### config.mk
export PLATFORM = sky130hd
export DESIGN_NAME = pic_ctl
export DESIGN_NICKNAME = d
export VERILOG_FILES = /design/src/include/pic_pkg.sv /design/src/design/pic_gen_timer.sv /design/src/design/pic_ctl.sv
export SDC_FILE = /design/constraint.sdc
export NUM_CORES = 1
export LEC_CHECK = 0
export BUFFER_PORTS_ARGS = -buffer_cell sky130_fd_sc_hd__buf_2
export CORE_UTILIZATION = 31
export CTS_BUF_LIST = sky130_fd_sc_hd__clkbuf_4
export CTS_CLUSTER_SIZE = 8
export DETAILED_ROUTE_END_ITERATION = 6
export GPL_TIMING_DRIVEN = 1
export PLACE_DENSITY_LB_ADDON = 0.05
export SYNTH_ARGS = -nofsm -noshare
export SYNTH_HDL_FRONTEND = slang
export SYNTH_SLANG_ARGS = --single-unit
### constraint.sdc
create_clock -name clk_in -period 6.79 [get_ports clk_in]
set_input_delay 1.0185 -clock clk_in [delete_from_list [all_inputs] [get_ports clk_in]]
set_output_delay 1.0185 -clock clk_in [all_outputs]
set_load 0.01 [all_outputs]
### src/include/pic_pkg.sv
// package: constants, register map and types of the pwm control and fault block
// Contract
// each generator status readable raw or masked by its enables
// six counter events each with own interrupt enable and trigger enable
// cleared enable bit masks that interrupt or trigger source
// set enable bit lets that event raise interrupt or trigger
// period is clock ticks between successive counter-zero pulses
// period read returns last programmed value, not necessarily active one
// one pending period; rewriting before update replaces pending value
// module enable register: one bit per generator and per fault interrupt
// module status per generator and fault input, raw or masked
// suppressed outputs forced to fault level during fault; others pass
// without extended fault feature or level unset, suppressed output low
// extended fault: per output level selects high or low drive
// fault level has no effect unless output is suppressed
// writing one to generator status bit clears it; zero leaves it
// fault is or of selected sense-adjusted inputs and comparator triggers
// minimum fault period mode holds fault for configured cycles
// masked bit is raw and enable; interrupt high while any masked set
// pending period loads at next counter zero unless immediate mode
package pic_pkg;
  // ==========================================================
  // sizes
  localparam int N_GEN_MAX    = 4;
  localparam int N_FAULT      = 4;
  localparam int N_DCMP       = 8;
  localparam int N_EVT        = 6;
  localparam int ADDR_W       = 8;
  // ==========================================================
  // module register byte offsets
  localparam logic [7:0] OFS_MOD_INTEN   = 8'h00;
  localparam logic [7:0] OFS_MOD_RAW     = 8'h04;
  localparam logic [7:0] OFS_MOD_MASKED  = 8'h08;
  localparam logic [7:0] OFS_FLT_SUPP    = 8'h0c;
  localparam logic [7:0] OFS_FLT_LEVEL   = 8'h10;
  localparam logic [7:0] OFS_FLT_SENSE   = 8'h14;
  // generator windows: base plus gen times stride, word index in low bits
  localparam logic [7:0] OFS_GEN_BASE    = 8'h80;
  localparam logic [2:0] GIDX_CTL        = 3'h0;
  localparam logic [2:0] GIDX_INTEN      = 3'h1;
  localparam logic [2:0] GIDX_RAW        = 3'h2;
  localparam logic [2:0] GIDX_MASKED     = 3'h3;
  localparam logic [2:0] GIDX_PERIOD     = 3'h4;
  localparam logic [2:0] GIDX_COUNT      = 3'h5;
  localparam logic [2:0] GIDX_FLTSEL     = 3'h6;
  localparam logic [2:0] GIDX_MINFLT     = 3'h7;
  // ==========================================================
  // field positions
  localparam int EVT_ZERO     = 0;
  localparam int EVT_LOAD     = 1;
  localparam int EVT_CMPA_UP  = 2;
  localparam int EVT_CMPA_DN  = 3;
  localparam int EVT_CMPB_UP  = 4;
  localparam int EVT_CMPB_DN  = 5;
  localparam int TRIG_POS     = 8;
  localparam int MOD_FLT_POS  = 4;
  // ==========================================================
  // reset values
  localparam logic [31:0] RST_ZERO      = 32'h0000_0000;
  localparam logic [3:0]  RST_SENSE     = 4'h0;
  localparam logic [15:0] RST_PERIOD    = 16'h0000;
  // ==========================================================
  // generator control word
  typedef struct packed {
    logic fault_src_ext;
    logic min_fault_mode;
    logic immediate;
    logic enable;
  } pic_gen_ctl_type;
endpackage

### src/design/pic_gen_timer.sv
// generator period counter with one pending period slot
`timescale 1ns/100ps
module pic_gen_timer #(
  parameter int PERIOD_W = 16
) (
  input  wire logic                     clk_in,
  input  wire logic                     nrst_in,
  input  wire pic_pkg::pic_gen_ctl_type ctl_in,
  input  wire logic                     period_wr_in,
  input  wire logic [PERIOD_W-1:0]      period_data_in,
  output logic      [PERIOD_W-1:0]      period_prog_out,
  output logic      [PERIOD_W-1:0]      count_out,
  output logic                          zero_evt_out,
  output logic                          load_evt_out
);
  // ==========================================================
  // state
  logic [PERIOD_W-1:0] prog_q;
  logic [PERIOD_W-1:0] active_q;
  logic [PERIOD_W-1:0] cnt_q;
  logic [PERIOD_W-1:0] cnt_d;
  logic [PERIOD_W-1:0] active_d;
  logic                pend_q;
  logic                at_zero;
  logic                take_pend;
  logic [PERIOD_W-1:0] reload;

  assign at_zero   = ctl_in.enable && (cnt_q == '0);
  assign take_pend = pend_q && (ctl_in.immediate || at_zero);
  assign active_d  = take_pend ? prog_q : active_q;
  assign reload    = (active_d == '0) ? '0 : active_d - 1'b1;
  assign cnt_d     = !ctl_in.enable ? '0 : (at_zero ? reload : cnt_q - 1'b1);

  // ==========================================================
  // registers
  always_ff @(posedge clk_in or negedge nrst_in) begin
    if (!nrst_in) begin
      prog_q       <= '0;
      active_q     <= '0;
      pend_q       <= 1'b0;
      cnt_q        <= '0;
      zero_evt_out <= 1'b0;
      load_evt_out <= 1'b0;
    end else begin
      if (period_wr_in) begin
        prog_q <= period_data_in;
      end
      pend_q       <= period_wr_in || (pend_q && !take_pend);
      active_q     <= active_d;
      cnt_q        <= cnt_d;
      zero_evt_out <= at_zero;
      load_evt_out <= ctl_in.enable && (cnt_q == reload) && !at_zero;
    end
  end

  assign period_prog_out = prog_q;
  assign count_out       = cnt_q;
endmodule // pic_gen_timer

### src/design/pic_ctl.sv
// pwm interrupt, trigger, period and fault-output control top
`timescale 1ns/100ps
module pic_ctl #(
  parameter int   N_GEN       = 4,
  parameter int   PERIOD_W    = 16,
  parameter int   MINFLT_W    = 16,
  parameter logic EXT_FAULT   = 1'b1
) (
  input  wire logic                    clk_in,
  input  wire logic                    nrst_in,
  input  wire logic [7:0]              addr_in,
  input  wire logic [31:0]             wdata_in,
  input  wire logic                    wr_in,
  input  wire logic                    rd_in,
  output logic      [31:0]             rdata_out,
  input  wire logic [4*N_GEN-1:0]      cmp_evt_in,
  input  wire logic [2*N_GEN-1:0]      pwm_raw_in,
  input  wire logic [3:0]              fault_input_n,
  input  wire logic [7:0]              dcmp_trig_in,
  output logic      [2*N_GEN-1:0]      pwm_out,
  output logic      [N_GEN-1:0]        gen_irq_out,
  output logic      [N_GEN-1:0]        gen_trig_out,
  output logic      [N_GEN-1:0]        gen_fault_out,
  output logic                         irq_out
);
  // ==========================================================
  // elaboration checks
  if (N_GEN < 1 || N_GEN > pic_pkg::N_GEN_MAX) begin : g_bad_ngen
    $error("N_GEN must be 1 to 4");
  end
  if (PERIOD_W < 2 || PERIOD_W > 32 || MINFLT_W < 1 || MINFLT_W > 32) begin : g_bad_w
    $error("PERIOD_W 2..32 and MINFLT_W 1..32 required");
  end

  localparam int N_OUT = 2 * N_GEN;

  // ==========================================================
  // address decode
  logic       is_gen;
  logic [1:0] gen_sel;
  logic [2:0] gen_idx;
  logic       wr_inten;
  logic       wr_supp;
  logic       wr_level;
  logic       wr_sense;
  logic       rd_mod_raw;

  assign is_gen     = addr_in[7];
  assign gen_sel    = addr_in[6:5];
  assign gen_idx    = addr_in[4:2];
  assign wr_inten   = wr_in && (addr_in == pic_pkg::OFS_MOD_INTEN);
  assign wr_supp    = wr_in && (addr_in == pic_pkg::OFS_FLT_SUPP);
  assign wr_level   = wr_in && (addr_in == pic_pkg::OFS_FLT_LEVEL);
  assign wr_sense   = wr_in && (addr_in == pic_pkg::OFS_FLT_SENSE);
  assign rd_mod_raw = rd_in && (addr_in == pic_pkg::OFS_MOD_RAW);

  // ==========================================================
  // module-level registers
  logic [7:0]       mod_inten_q;
  logic [N_OUT-1:0] supp_q;
  logic [N_OUT-1:0] level_q;
  logic [3:0]       sense_q;
  logic [3:0]       flt_sticky_q;
  logic [3:0]       flt_sticky_d;
  logic [3:0]       flt_adj;

  // sense bit high means the input is active high
  assign flt_adj      = ~(fault_input_n ^ sense_q);
  // read of raw status clears fault bits; a new event wins over the clear
  assign flt_sticky_d = (rd_mod_raw ? 4'h0 : flt_sticky_q) | flt_adj;

  always_ff @(posedge clk_in or negedge nrst_in) begin
    if (!nrst_in) begin
      mod_inten_q  <= 8'h00;
      supp_q       <= '0;
      level_q      <= '0;
      sense_q      <= pic_pkg::RST_SENSE;
    end else begin
      if (wr_inten) begin
        mod_inten_q <= wdata_in[7:0];
      end
      if (wr_supp) begin
        supp_q <= wdata_in[N_OUT-1:0];
      end
      if (wr_level) begin
        level_q <= wdata_in[N_OUT-1:0];
      end
      if (wr_sense) begin
        sense_q <= wdata_in[3:0];
      end
    end
  end

  // sticky fault status, cleared by a read of raw status
  always_ff @(posedge clk_in or negedge nrst_in) begin
    if (!nrst_in) begin
      flt_sticky_q <= 4'h0;
    end else begin
      flt_sticky_q <= flt_sticky_d;
    end
  end

  // ==========================================================
  // per-generator logic
  pic_pkg::pic_gen_ctl_type ctl_q [N_GEN];
  logic [13:0]          inten_q  [N_GEN];
  logic [5:0]           raw_q    [N_GEN];
  logic [11:0]          fsel_q   [N_GEN];
  logic [MINFLT_W-1:0]  minflt_q [N_GEN];
  logic [MINFLT_W-1:0]  fcnt_q   [N_GEN];
  logic [PERIOD_W-1:0]  prog_w   [N_GEN];
  logic [PERIOD_W-1:0]  count_w  [N_GEN];
  logic [N_GEN-1:0]     gen_irq_d;
  logic [N_GEN-1:0]     gen_trig_d;
  logic [N_GEN-1:0]     gen_fault_d;

  for (genvar g = 0; g < N_GEN; g++) begin : g_gen
    logic        hit;
    logic        wr_ctl;
    logic        wr_ien;
    logic        wr_raw;
    logic        wr_per;
    logic        wr_fsel;
    logic        wr_minf;
    logic        zero_evt;
    logic        load_evt;
    logic [5:0]  evt;
    logic [5:0]  raw_d;
    logic [11:0] ftrig;
    logic        cond;
    logic        ext_on;
    logic [MINFLT_W-1:0] fcnt_d;

    assign hit     = wr_in && is_gen && (gen_sel == 2'(g));
    assign wr_ctl  = hit && (gen_idx == pic_pkg::GIDX_CTL);
    assign wr_ien  = hit && (gen_idx == pic_pkg::GIDX_INTEN);
    assign wr_raw  = hit && (gen_idx == pic_pkg::GIDX_RAW);
    assign wr_per  = hit && (gen_idx == pic_pkg::GIDX_PERIOD);
    assign wr_fsel = hit && (gen_idx == pic_pkg::GIDX_FLTSEL);
    assign wr_minf = hit && (gen_idx == pic_pkg::GIDX_MINFLT);

    pic_gen_timer #(
      .PERIOD_W (PERIOD_W)
    ) u_timer (
      .clk_in          (clk_in),
      .nrst_in         (nrst_in),
      .ctl_in          (ctl_q[g]),
      .period_wr_in    (wr_per),
      .period_data_in  (wdata_in[PERIOD_W-1:0]),
      .period_prog_out (prog_w[g]),
      .count_out       (count_w[g]),
      .zero_evt_out    (zero_evt),
      .load_evt_out    (load_evt)
    );

    assign evt   = {cmp_evt_in[4*g+3 -: 4], load_evt, zero_evt};
    // write one clears, zero leaves; a same-cycle event keeps its bit
    assign raw_d = (raw_q[g] & ~(wr_raw ? wdata_in[5:0] : 6'h00)) | evt;

    // extended selection only when the feature and mode are present
    assign ext_on = EXT_FAULT && ctl_q[g].fault_src_ext;
    assign ftrig  = {dcmp_trig_in, flt_adj} & fsel_q[g];
    assign cond   = ext_on ? |ftrig : flt_adj[0];
    // reload while the fault lasts, then count the hold time down
    assign fcnt_d = cond ? minflt_q[g]
                  : ((fcnt_q[g] != '0) ? fcnt_q[g] - 1'b1 : fcnt_q[g]);

    always_ff @(posedge clk_in or negedge nrst_in) begin
      if (!nrst_in) begin
        ctl_q[g]    <= '0;
        inten_q[g]  <= 14'h0000;
        fsel_q[g]   <= 12'h001;
        minflt_q[g] <= '0;
      end else begin
        if (wr_ctl) begin
          ctl_q[g] <= wdata_in[3:0];
        end
        if (wr_ien) begin
          inten_q[g] <= {wdata_in[13:8], 2'h0, wdata_in[5:0]};   // see R3
        end
        if (wr_fsel) begin
          fsel_q[g] <= wdata_in[11:0];
        end
        if (wr_minf) begin
          minflt_q[g] <= wdata_in[MINFLT_W-1:0];
        end
      end
    end

    always_ff @(posedge clk_in or negedge nrst_in) begin
      if (!nrst_in) begin
        raw_q[g] <= 6'h00;
      end else begin
        raw_q[g] <= raw_d;
      end
    end

    always_ff @(posedge clk_in or negedge nrst_in) begin
      if (!nrst_in) begin
        fcnt_q[g] <= '0;
      end else begin
        fcnt_q[g] <= fcnt_d;
      end
    end

    assign gen_irq_d[g]   = |(raw_q[g] & inten_q[g][5:0]);   // see R17 see R3
    assign gen_trig_d[g]  = |(evt & inten_q[g][13:8]);   // see R3
    assign gen_fault_d[g] = cond || (ctl_q[g].min_fault_mode && fcnt_q[g] != '0);
  end

  // ==========================================================
  // fault output forcing
  logic [N_OUT-1:0] out_fault;
  logic [N_OUT-1:0] eff_level;
  logic [N_OUT-1:0] pwm_d;
  logic [N_OUT-1:0] forced;

  for (genvar o = 0; o < N_OUT; o++) begin : g_out
    assign out_fault[o] = gen_fault_out[o/2];
  end
  assign eff_level = EXT_FAULT ? level_q : '0;   // see R11
  // level only matters where suppression is set
  assign forced = out_fault & supp_q;   // see R10
  assign pwm_d  = (forced & eff_level) | (~forced & pwm_raw_in);

  // ==========================================================
  // module status
  logic [7:0] mod_raw;
  logic [7:0] mod_masked;

  always_comb begin
    mod_raw = 8'h00;
    mod_raw[N_GEN-1:0] = gen_irq_out;
    mod_raw[7:pic_pkg::MOD_FLT_POS] = flt_sticky_q;
  end
  assign mod_masked = mod_raw & mod_inten_q;   // see R9

  // ==========================================================
  // read mux
  logic [31:0] gen_rd;
  logic [31:0] rd_d;
  logic [1:0]  gs;

  assign gs = (32'(gen_sel) < N_GEN) ? gen_sel : 2'h0;

  always_comb begin
    gen_rd = 32'h0;
    case (gen_idx)
      pic_pkg::GIDX_CTL:    gen_rd[3:0] = ctl_q[gs];
      pic_pkg::GIDX_INTEN:  gen_rd[13:0] = inten_q[gs];
      pic_pkg::GIDX_RAW:    gen_rd[5:0] = raw_q[gs];
      pic_pkg::GIDX_MASKED: gen_rd[5:0] = raw_q[gs] & inten_q[gs][5:0];   // see R1
      pic_pkg::GIDX_PERIOD: gen_rd[PERIOD_W-1:0] = prog_w[gs];
      pic_pkg::GIDX_COUNT:  gen_rd[PERIOD_W-1:0] = count_w[gs];
      pic_pkg::GIDX_FLTSEL: gen_rd[11:0] = fsel_q[gs];
      pic_pkg::GIDX_MINFLT: gen_rd[MINFLT_W-1:0] = minflt_q[gs];
      default:              gen_rd = 32'h0;
    endcase
  end

  always_comb begin
    rd_d = 32'h0;
    if (!rd_in) begin
      rd_d = 32'h0;
    end else if (is_gen) begin
      rd_d = (32'(gen_sel) < N_GEN) ? gen_rd : 32'h0;
    end else begin
      case (addr_in)
        pic_pkg::OFS_MOD_INTEN:  rd_d[7:0] = mod_inten_q;
        pic_pkg::OFS_MOD_RAW:    rd_d[7:0] = mod_raw;
        pic_pkg::OFS_MOD_MASKED: rd_d[7:0] = mod_masked;
        pic_pkg::OFS_FLT_SUPP:   rd_d[N_OUT-1:0] = supp_q;
        pic_pkg::OFS_FLT_LEVEL:  rd_d[N_OUT-1:0] = level_q;
        pic_pkg::OFS_FLT_SENSE:  rd_d[3:0] = sense_q;
        default:                 rd_d = 32'h0;
      endcase
    end
  end

  // ==========================================================
  // read data register, zero outside the cycle after a read
  always_ff @(posedge clk_in or negedge nrst_in) begin
    if (!nrst_in) begin
      rdata_out <= pic_pkg::RST_ZERO;
    end else begin
      rdata_out <= rd_d;
    end
  end

  // ==========================================================
  // output flops
  always_ff @(posedge clk_in or negedge nrst_in) begin
    if (!nrst_in) begin
      pwm_out       <= '0;
      gen_irq_out   <= '0;
      gen_trig_out  <= '0;
      gen_fault_out <= '0;
      irq_out       <= 1'b0;
    end else begin
      pwm_out       <= pwm_d;
      gen_irq_out   <= gen_irq_d;
      gen_trig_out  <= gen_trig_d;
      gen_fault_out <= gen_fault_d;
      irq_out       <= |mod_masked;
    end
  end
endmodule // pic_ctl

# Word-level counts from Yosys, hierarchy flattened
# Cells that the tools add are included.
# totals
romBits,0
output_inout_bits,53
ram_bits,0
latch_bits,0
reg_bits,553
mem_count,0
# classes
mux,63
n_eq_ne,19
reduce_logical,110
n_lt_le_gt_ge,1
bitwise_logic,35
mul,0
n_shift,0
add_sub_neg,12
div_mod_pow,0
# op_table
cell,n
$mux W16,31
$sub A16 B1 Y16 const B,12
$logic_not A16 Y1,8
$bmux W16 S2,3
$and A6 B6 Y6,13
$eq A16 B16 Y1,4
$reduce_bool A16 Y1,4
$logic_and A1 B1 Y1,58
$and A12 B12 Y12,4
$reduce_or A12 Y1,4
$reduce_or A6 Y1,8
$mux W6,6
$and A8 B8 Y8,4
$mux W32,1
$pmux W4 S8,1
$pmux W6 S5,1
$bmux W14 S2,1
$mux W14,2
$bmux W12 S2,1
$mux W12,2
$not A6 Y6,4
$or A6 B6 Y6,4
$pmux W4 S6,1
$pmux W4 S5,1
29 further kinds,62

# Depth between registers and ports, before layout
# depth
word_depth,10
ltp_mapped,22

# Cells and area by module
# From an unflattened synthesis, not the netlist that was laid out.
# unflattened
cells_unflattened,2926
area_unflattened_um2,31657.9
# by_module_without_submodules
mod,n_inst,area_each_um2,cells_per_inst
pic_ctl,1,17443.0,1416
pic_gen_timer (g_gen[0].u_timer ...),3,3520.9,370
pic_gen_timer (g_gen[3].u_timer),1,3652.3,400

# Least setup slack after synthesis
# Ideal clock, no wire load.
# synth_path
kind,register -> register
from,register g_gen[0].u_timer.cnt_q[7]
to,register g_gen[0].u_timer.load_evt_out
t_arrival_ns,5.285
slack_ns,1.438
path_stages_with_launch,21
setup_time_ns,0.067
synth_period_minus_slack_ns,5.352
required_time_ns,6.723
cell_sequence,dfrtp_1 > clkbuf_1 > or4_1 > nor3_1 > a31o_2 > buf_2 > buf_4 > buf_2 > buf_2 > buf_2 > mux2i_1 > ha_1 > or4b_2 > or4_1 > xor2_1 > mux2i_1 > nor2_1 > a2111oi_0 > o2111ai_1 > nor4b_1 > and3_1
# synth_via
elab_chain_len,10
# synth_lines
element,line_no,source
"start, declared",pic_gen_timer.sv:20,logic [PERIOD_W-1:0] cnt_q;
"start signal, assigned",pic_gen_timer.sv:50,cnt_q <= cnt_d;
$logic_not A16 Y1,pic_gen_timer.sv:28,assign at_zero = ctl_in.enable && (cnt_q == '0);
$logic_and A1 B1 Y1,pic_gen_timer.sv:28,
$logic_or A1 B1 Y1,pic_gen_timer.sv:29,assign take_pend = pend_q && (ctl_in.immediate || at_zero);
$logic_and A1 B1 Y1,pic_gen_timer.sv:29,
$mux W16,pic_gen_timer.sv:30,assign active_d = take_pend ? prog_q : active_q;
$sub A16 B1 Y16 or $logic_not A16 Y1 (tied branches),pic_gen_timer.sv:31,assign reload = (active_d == '0) ? '0 : active_d - 1'b1;
$mux W16,pic_gen_timer.sv:31,
$eq A16 B16 Y1,pic_gen_timer.sv:52,load_evt_out <= ctl_in.enable && (cnt_q == reload) && !at_zero;
$logic_and A1 B1 Y1,pic_gen_timer.sv:52,
$logic_and A1 B1 Y1 (*),pic_gen_timer.sv:52,
"end signal, assigned",pic_gen_timer.sv:52,
"end, declared",pic_gen_timer.sv:14,output logic load_evt_out
# Every way passes the cells marked *; elsewhere a longest branch is shown, timed or not.
# A chain may end at the register's enable or synchronous reset.

# Worst setup path after layout
# layout_path
from,register g_gen[2].u_timer.cnt_q[0]
to,register g_gen[2].u_timer.load_evt_out
# layout_via
elab_chain_len,10
# layout_lines
element,line_no,source
"start, declared",pic_gen_timer.sv:20,
"start signal, assigned",pic_gen_timer.sv:50,
$logic_not A16 Y1 (*),pic_gen_timer.sv:28,
$logic_and A1 B1 Y1 (*),pic_gen_timer.sv:28,
$logic_or A1 B1 Y1 (*),pic_gen_timer.sv:29,
$logic_and A1 B1 Y1 (*),pic_gen_timer.sv:29,
$mux W16 (*),pic_gen_timer.sv:30,
named net g_gen[2].u_timer.active_d[0],pic_gen_timer.sv:22,logic [PERIOD_W-1:0] active_d;
$sub A16 B1 Y16 or $logic_not A16 Y1 (tied branches),pic_gen_timer.sv:31,
$mux W16 (*),pic_gen_timer.sv:31,
$eq A16 B16 Y1 (*),pic_gen_timer.sv:52,
$logic_and A1 B1 Y1 (*) (2 in a row),pic_gen_timer.sv:52,
"end signal, assigned",pic_gen_timer.sv:52,
"end, declared",pic_gen_timer.sv:14,
# The timed path passes the listed nets; every way through them passes the cells marked *.

==> results.md <==
- For this configuration, the core starts out at a cell density of 0.315.
- The worst hold path belongs to the class in2reg.
- The checks that failed: design-rule violations.
- Cell internal power was estimated by the tool at between 0.007 and 0.008 W.
- The netlist uses 90 different library cells.
- In this run, CTS created clock tree buffers numbering roughly 160.
- The quantity of I/O buffers inserted on ports is 100.
- The post-place instance area is ~32000 sq um.
- The average wire per cell in the routed design is about 26 microns.
- The share of cells above drive strength 1 is 0.287.
- The aggregate global routing overflow is 0.
- The run finished, with violations left.
- The area overhead of the layout relative to synthesis is 12.6%.
- After detailed routing, the number of remaining DRC violations is 3.
- The cell with the most instances after synthesis is sky130_fd_sc_hd__dfrtp_1.
- The synthesized design contains roughly 540 register bits.
- The critical path required time is about 7.7 ns.
- The sequential share of power is 0.359.
- The leakage dissipation is about 15 nW.
- Of the total power, combinational logic draws 0.402.
- In this run, the number of DRC markers left after iteration 0 of detailed routing was between 2000 and 2500.
- After routing, the total negative slack on setup checks comes to 0 ns.
- Of the available clock period, the critical path in the final layout requires 0.844.
- The cell taking the most area after synthesis is sky130_fd_sc_hd__dfrtp_1.
- The final hold violation count is 0.
- The final count of negative-setup-slack endpoints is 0.
- For the pin with the worst max-slew slack, the measured transition is between 1 and 1.5 ns.
- The detail route stage leaves a number of antenna-violating nets equal to 0.
- Once placement completed, the tool counted placed cells totaling about 4000.
- STA classifies the critical path startpoint as a flop.
- The share of synthesized area in the top cell type comes to 0.444.
- The final number of max-transition violations came to 0.
- The routed via count divided by cell count is ~5.5.
- The core region is ~95000 sq um.
- The die height is ~310 microns.
- The floorplan die width is around 310 microns.
- The CTS tree is done.
- The proportion of power drawn by the clock network is 0.240.
- The number of clock sinks is 537.
- Along the worst path, the maximum fanout reaches 8.
- The endpoint arrival time on the critical path is roughly 6.7 ns.
- The total length of routed wires is approximately 110 mm.
- The overall fraction of global-route tracks in use is 0.228.
- The sequential-to-total area share from yosys stat is 0.448.
- The mean instance size in the synthesized netlist is 10.9 sq um.
- The critical path is of the reg2reg type.
- The peak supply drop is 0.152 mV.
- The final RePlAce weighted congestion is 0.895.
- The number of max-cap violations is 0.
- The floorplan step defined a die boundary enclosing a little under 100000 sq um.
- The number of rows in the core area is 113.
- After synthesis, the cell types taking the most area are sky130_fd_sc_hd__dfrtp_1, sky130_fd_sc_hd__mux2_2, sky130_fd_sc_hd__mux4_2.
- The half-perimeter wire length after placement is just over 80 mm.
- Clock tree synthesis selected as its root buffer the cell sky130_fd_sc_hd__clkbuf_4.
- The critical path capture point type is a flop.
- Post-CTS repair changed the size of 0 cells.
- Yosys printed 0 warnings.
- In this run the power density over the cells is between 400 and 500 nW/um^2.
- The count of mapped cells out of synthesis is around 2800.
- The number of antenna violations at the first check in global routing is 7.
- The final standard cell area without fillers is 33800 sq um.
- Based on the critical path, the design can be clocked at up to 174 MHz.
- The number of primary I/O pins is ~130.
- The proportion of total power due to net switching is 0.415.
- The insertion delay of the later-clocked pin in the worst-skew pair is approximately 1.1 ns.
- The total number of H-tree levels is 4.
- The clock passes through at most 3 buffers.
- The first global-routing pass estimated around 160 mm of wire.
- The net switching component of the power is around 0.0056 W.
- Of all flip-flops after synthesis, the portion carrying an async set or reset was 1.00.
- Before antenna repair, the detailed router went through 7 iterations.
- In this run the tightest slew margin relative to its limit is 0.133.
- The netlist area before placement is around 30000 sq um.
- The via count of the first global-routing pass is roughly 23000.
- Setup repair after global routing left no endpoint under its margin.
- Entering global routing, the biggest net connects 159 pins.
- The routed design could run at a clock period as short as ~5.7 ns.
- The number of flops mapped to enable cells by yosys is 0.
- For this run, the leading register cell type out of synthesis is sky130_fd_sc_hd__dfrtp_1.
- The clock transition time at the flip-flop clock pins of the worst setup and hold paths is 0.07 ns.
- The number of standard cells in the final layout excluding fillers is 4272.
- After the last flow step, the layout net total stands at 2999.
- The final worst clock skew is approximately 0.059 ns.
- The count of vias placed by the detailed router is approximately 24000.
- By count the netlist is led by sky130_fd_sc_hd__dfrtp_1, sky130_fd_sc_hd__mux2_2, sky130_fd_sc_hd__nand2_1.
-- what timing repair did --
item,4_1_cts,5_1_grt
buffers inserted,0,0
endpoints found under the hold margin,71,0
hold buffers,1,0
-- area by class of cell --
class | instances | area (sq um)
fill | 9607 | 61600
multi-input combinational | 2000 | 15700
tap | 1265 | 1580
clock buffer | 226 | 1700
clock inverter | 40 | 328
inverter | 61 | 234
timing repair buffer | 139 | 852
antenna | 4 | 10.0
sequential | 537 | 13400
-- layout by cell type, fill, tap and decap left out, types with 10 or more instances in the layout --
cell and count:
sky130_fd_sc_hd__o211ai_1 14, sky130_fd_sc_hd__ha_1 16, sky130_fd_sc_hd__a22o_1 12, sky130_fd_sc_hd__nand3b_1 10
sky130_fd_sc_hd__a22oi_1 40, sky130_fd_sc_hd__o22ai_1 61, sky130_fd_sc_hd__nor3_1 77, sky130_fd_sc_hd__mux2_2 346
sky130_fd_sc_hd__a21oi_1 75, sky130_fd_sc_hd__nor2_1 199, sky130_fd_sc_hd__buf_2 97, sky130_fd_sc_hd__a221oi_1 16
sky130_fd_sc_hd__inv_1 60, sky130_fd_sc_hd__nand2b_1 19, sky130_fd_sc_hd__buf_4 36, sky130_fd_sc_hd__nor2b_1 14
sky130_fd_sc_hd__and3_1 11, sky130_fd_sc_hd__mux2i_1 68, sky130_fd_sc_hd__or3_1 37, sky130_fd_sc_hd__or4_1 35
sky130_fd_sc_hd__dfrtp_1 533, sky130_fd_sc_hd__clkbuf_4 226, sky130_fd_sc_hd__nor4_1 54, sky130_fd_sc_hd__mux4_2 85
sky130_fd_sc_hd__a21o_1 35, sky130_fd_sc_hd__xnor2_1 123, sky130_fd_sc_hd__nand2_1 225, sky130_fd_sc_hd__nand3_1 55
sky130_fd_sc_hd__o21ai_0 98, sky130_fd_sc_hd__xor2_1 73, sky130_fd_sc_hd__nand4_1 12, sky130_fd_sc_hd__conb_1 16
sky130_fd_sc_hd__a31oi_1 20, sky130_fd_sc_hd__clkinv_1 21
-- cells by family after synthesis --
logic type               share of synthesized area
buffers and inverters                       0.0339
XOR/XNOR                                    0.0577
adder cells (fa/ha/maj)                    0.00667
AND/OR/NAND/NOR                              0.135
other                                     0.000125
multiplexers                                 0.217
AO/OA/AOI/OAI                                0.101
flip-flops                                   0.448
-- through the flow --
stage               setup slack [ns]   util  hold WS, ns  total power (W)
floorplan                       1.44      -        0.428          0.00852
global placement                1.17  0.333        0.501           0.0103
detailed placement              1.13  0.333        0.504           0.0103
CTS                             1.12  0.354       0.0667           0.0136
global route                   0.700  0.354        0.117           0.0145
finish                          1.06  0.354        0.205           0.0135
-- critical path, cell delays in order, from the launching register on --
cell                       delay [ns]
sky130_fd_sc_hd__dfrtp_1         0.55
sky130_fd_sc_hd__inv_1           0.15
sky130_fd_sc_hd__ha_1            0.21
sky130_fd_sc_hd__or4bb_1         0.56
sky130_fd_sc_hd__o41ai_4         0.53
sky130_fd_sc_hd__nand2_1         0.31
sky130_fd_sc_hd__mux2_2          0.41
sky130_fd_sc_hd__inv_1           0.07
sky130_fd_sc_hd__ha_1            0.26
sky130_fd_sc_hd__or4b_2          0.71
sky130_fd_sc_hd__nor4_1          0.53
sky130_fd_sc_hd__a31oi_1         0.20
sky130_fd_sc_hd__or3_1           0.42
sky130_fd_sc_hd__a32o_1          0.30
sky130_fd_sc_hd__a211oi_2        0.14
sky130_fd_sc_hd__nand4_1         0.12
sky130_fd_sc_hd__a211oi_1        0.18
-- sequential cells by signal, indices dropped and copies added (netlist names), 8 cells and up --
signal,flops
ctl_q,12
supp_q,8
g_gen.u_timer.period_prog_out,64
minflt_q,64
raw_q,24
pwm_out,8
g_gen.u_timer.active_q,64
mod_inten_q,8
inten_q,48
fsel_q,48
eff_level,8
g_gen.u_timer.count_out,64
rdata_out,16
fcnt_q,64
-- power groups by stage --
stage	clock network [W]	logic (W)	registers, W
2_1_floorplan	0	0.00421	0.00430
3_3_place_gp	0	0.00539	0.00486
3_5_place_dp	0	0.00541	0.00488
4_1_cts	0.00337	0.00545	0.00483
5_1_grt	0.00354	0.00599	0.00494
6_report	0.00324	0.00544	0.00485
-- layer usage --
layer	share of wire	wire, microns	vias to the layer above	global-route usage
met1	0.51	56800	12100	0.357
met3	0.054	6020	130	0.0396
met5	0	0	-	0
met4	0.018	2010	0	0.0608
li1	-	-	10500	-
met2	0.42	46400	755	0.319
-- final timing paths --
kind / from / to / slack, ns / depth (start not counted)
min reg2reg: raw_q[14] / raw_q[14] / 0.52 / 1
max: g_gen[2].u_timer.count_out[0] / g_gen[2].u_timer.load_evt_out / 1.06 / 16
max in group asynchronous: nrst_in / g_gen[2].u_timer.active_q[4] / 4.76 / 3
min in group asynchronous: nrst_in / fsel_q[4] / 0.57 / 2
min: cmp_evt_in[11] / raw_q[11] / 0.20 / 2
max reg2reg: g_gen[2].u_timer.count_out[0] / g_gen[2].u_timer.load_evt_out / 1.06 / 16
(Power assumes the default switching activity.)
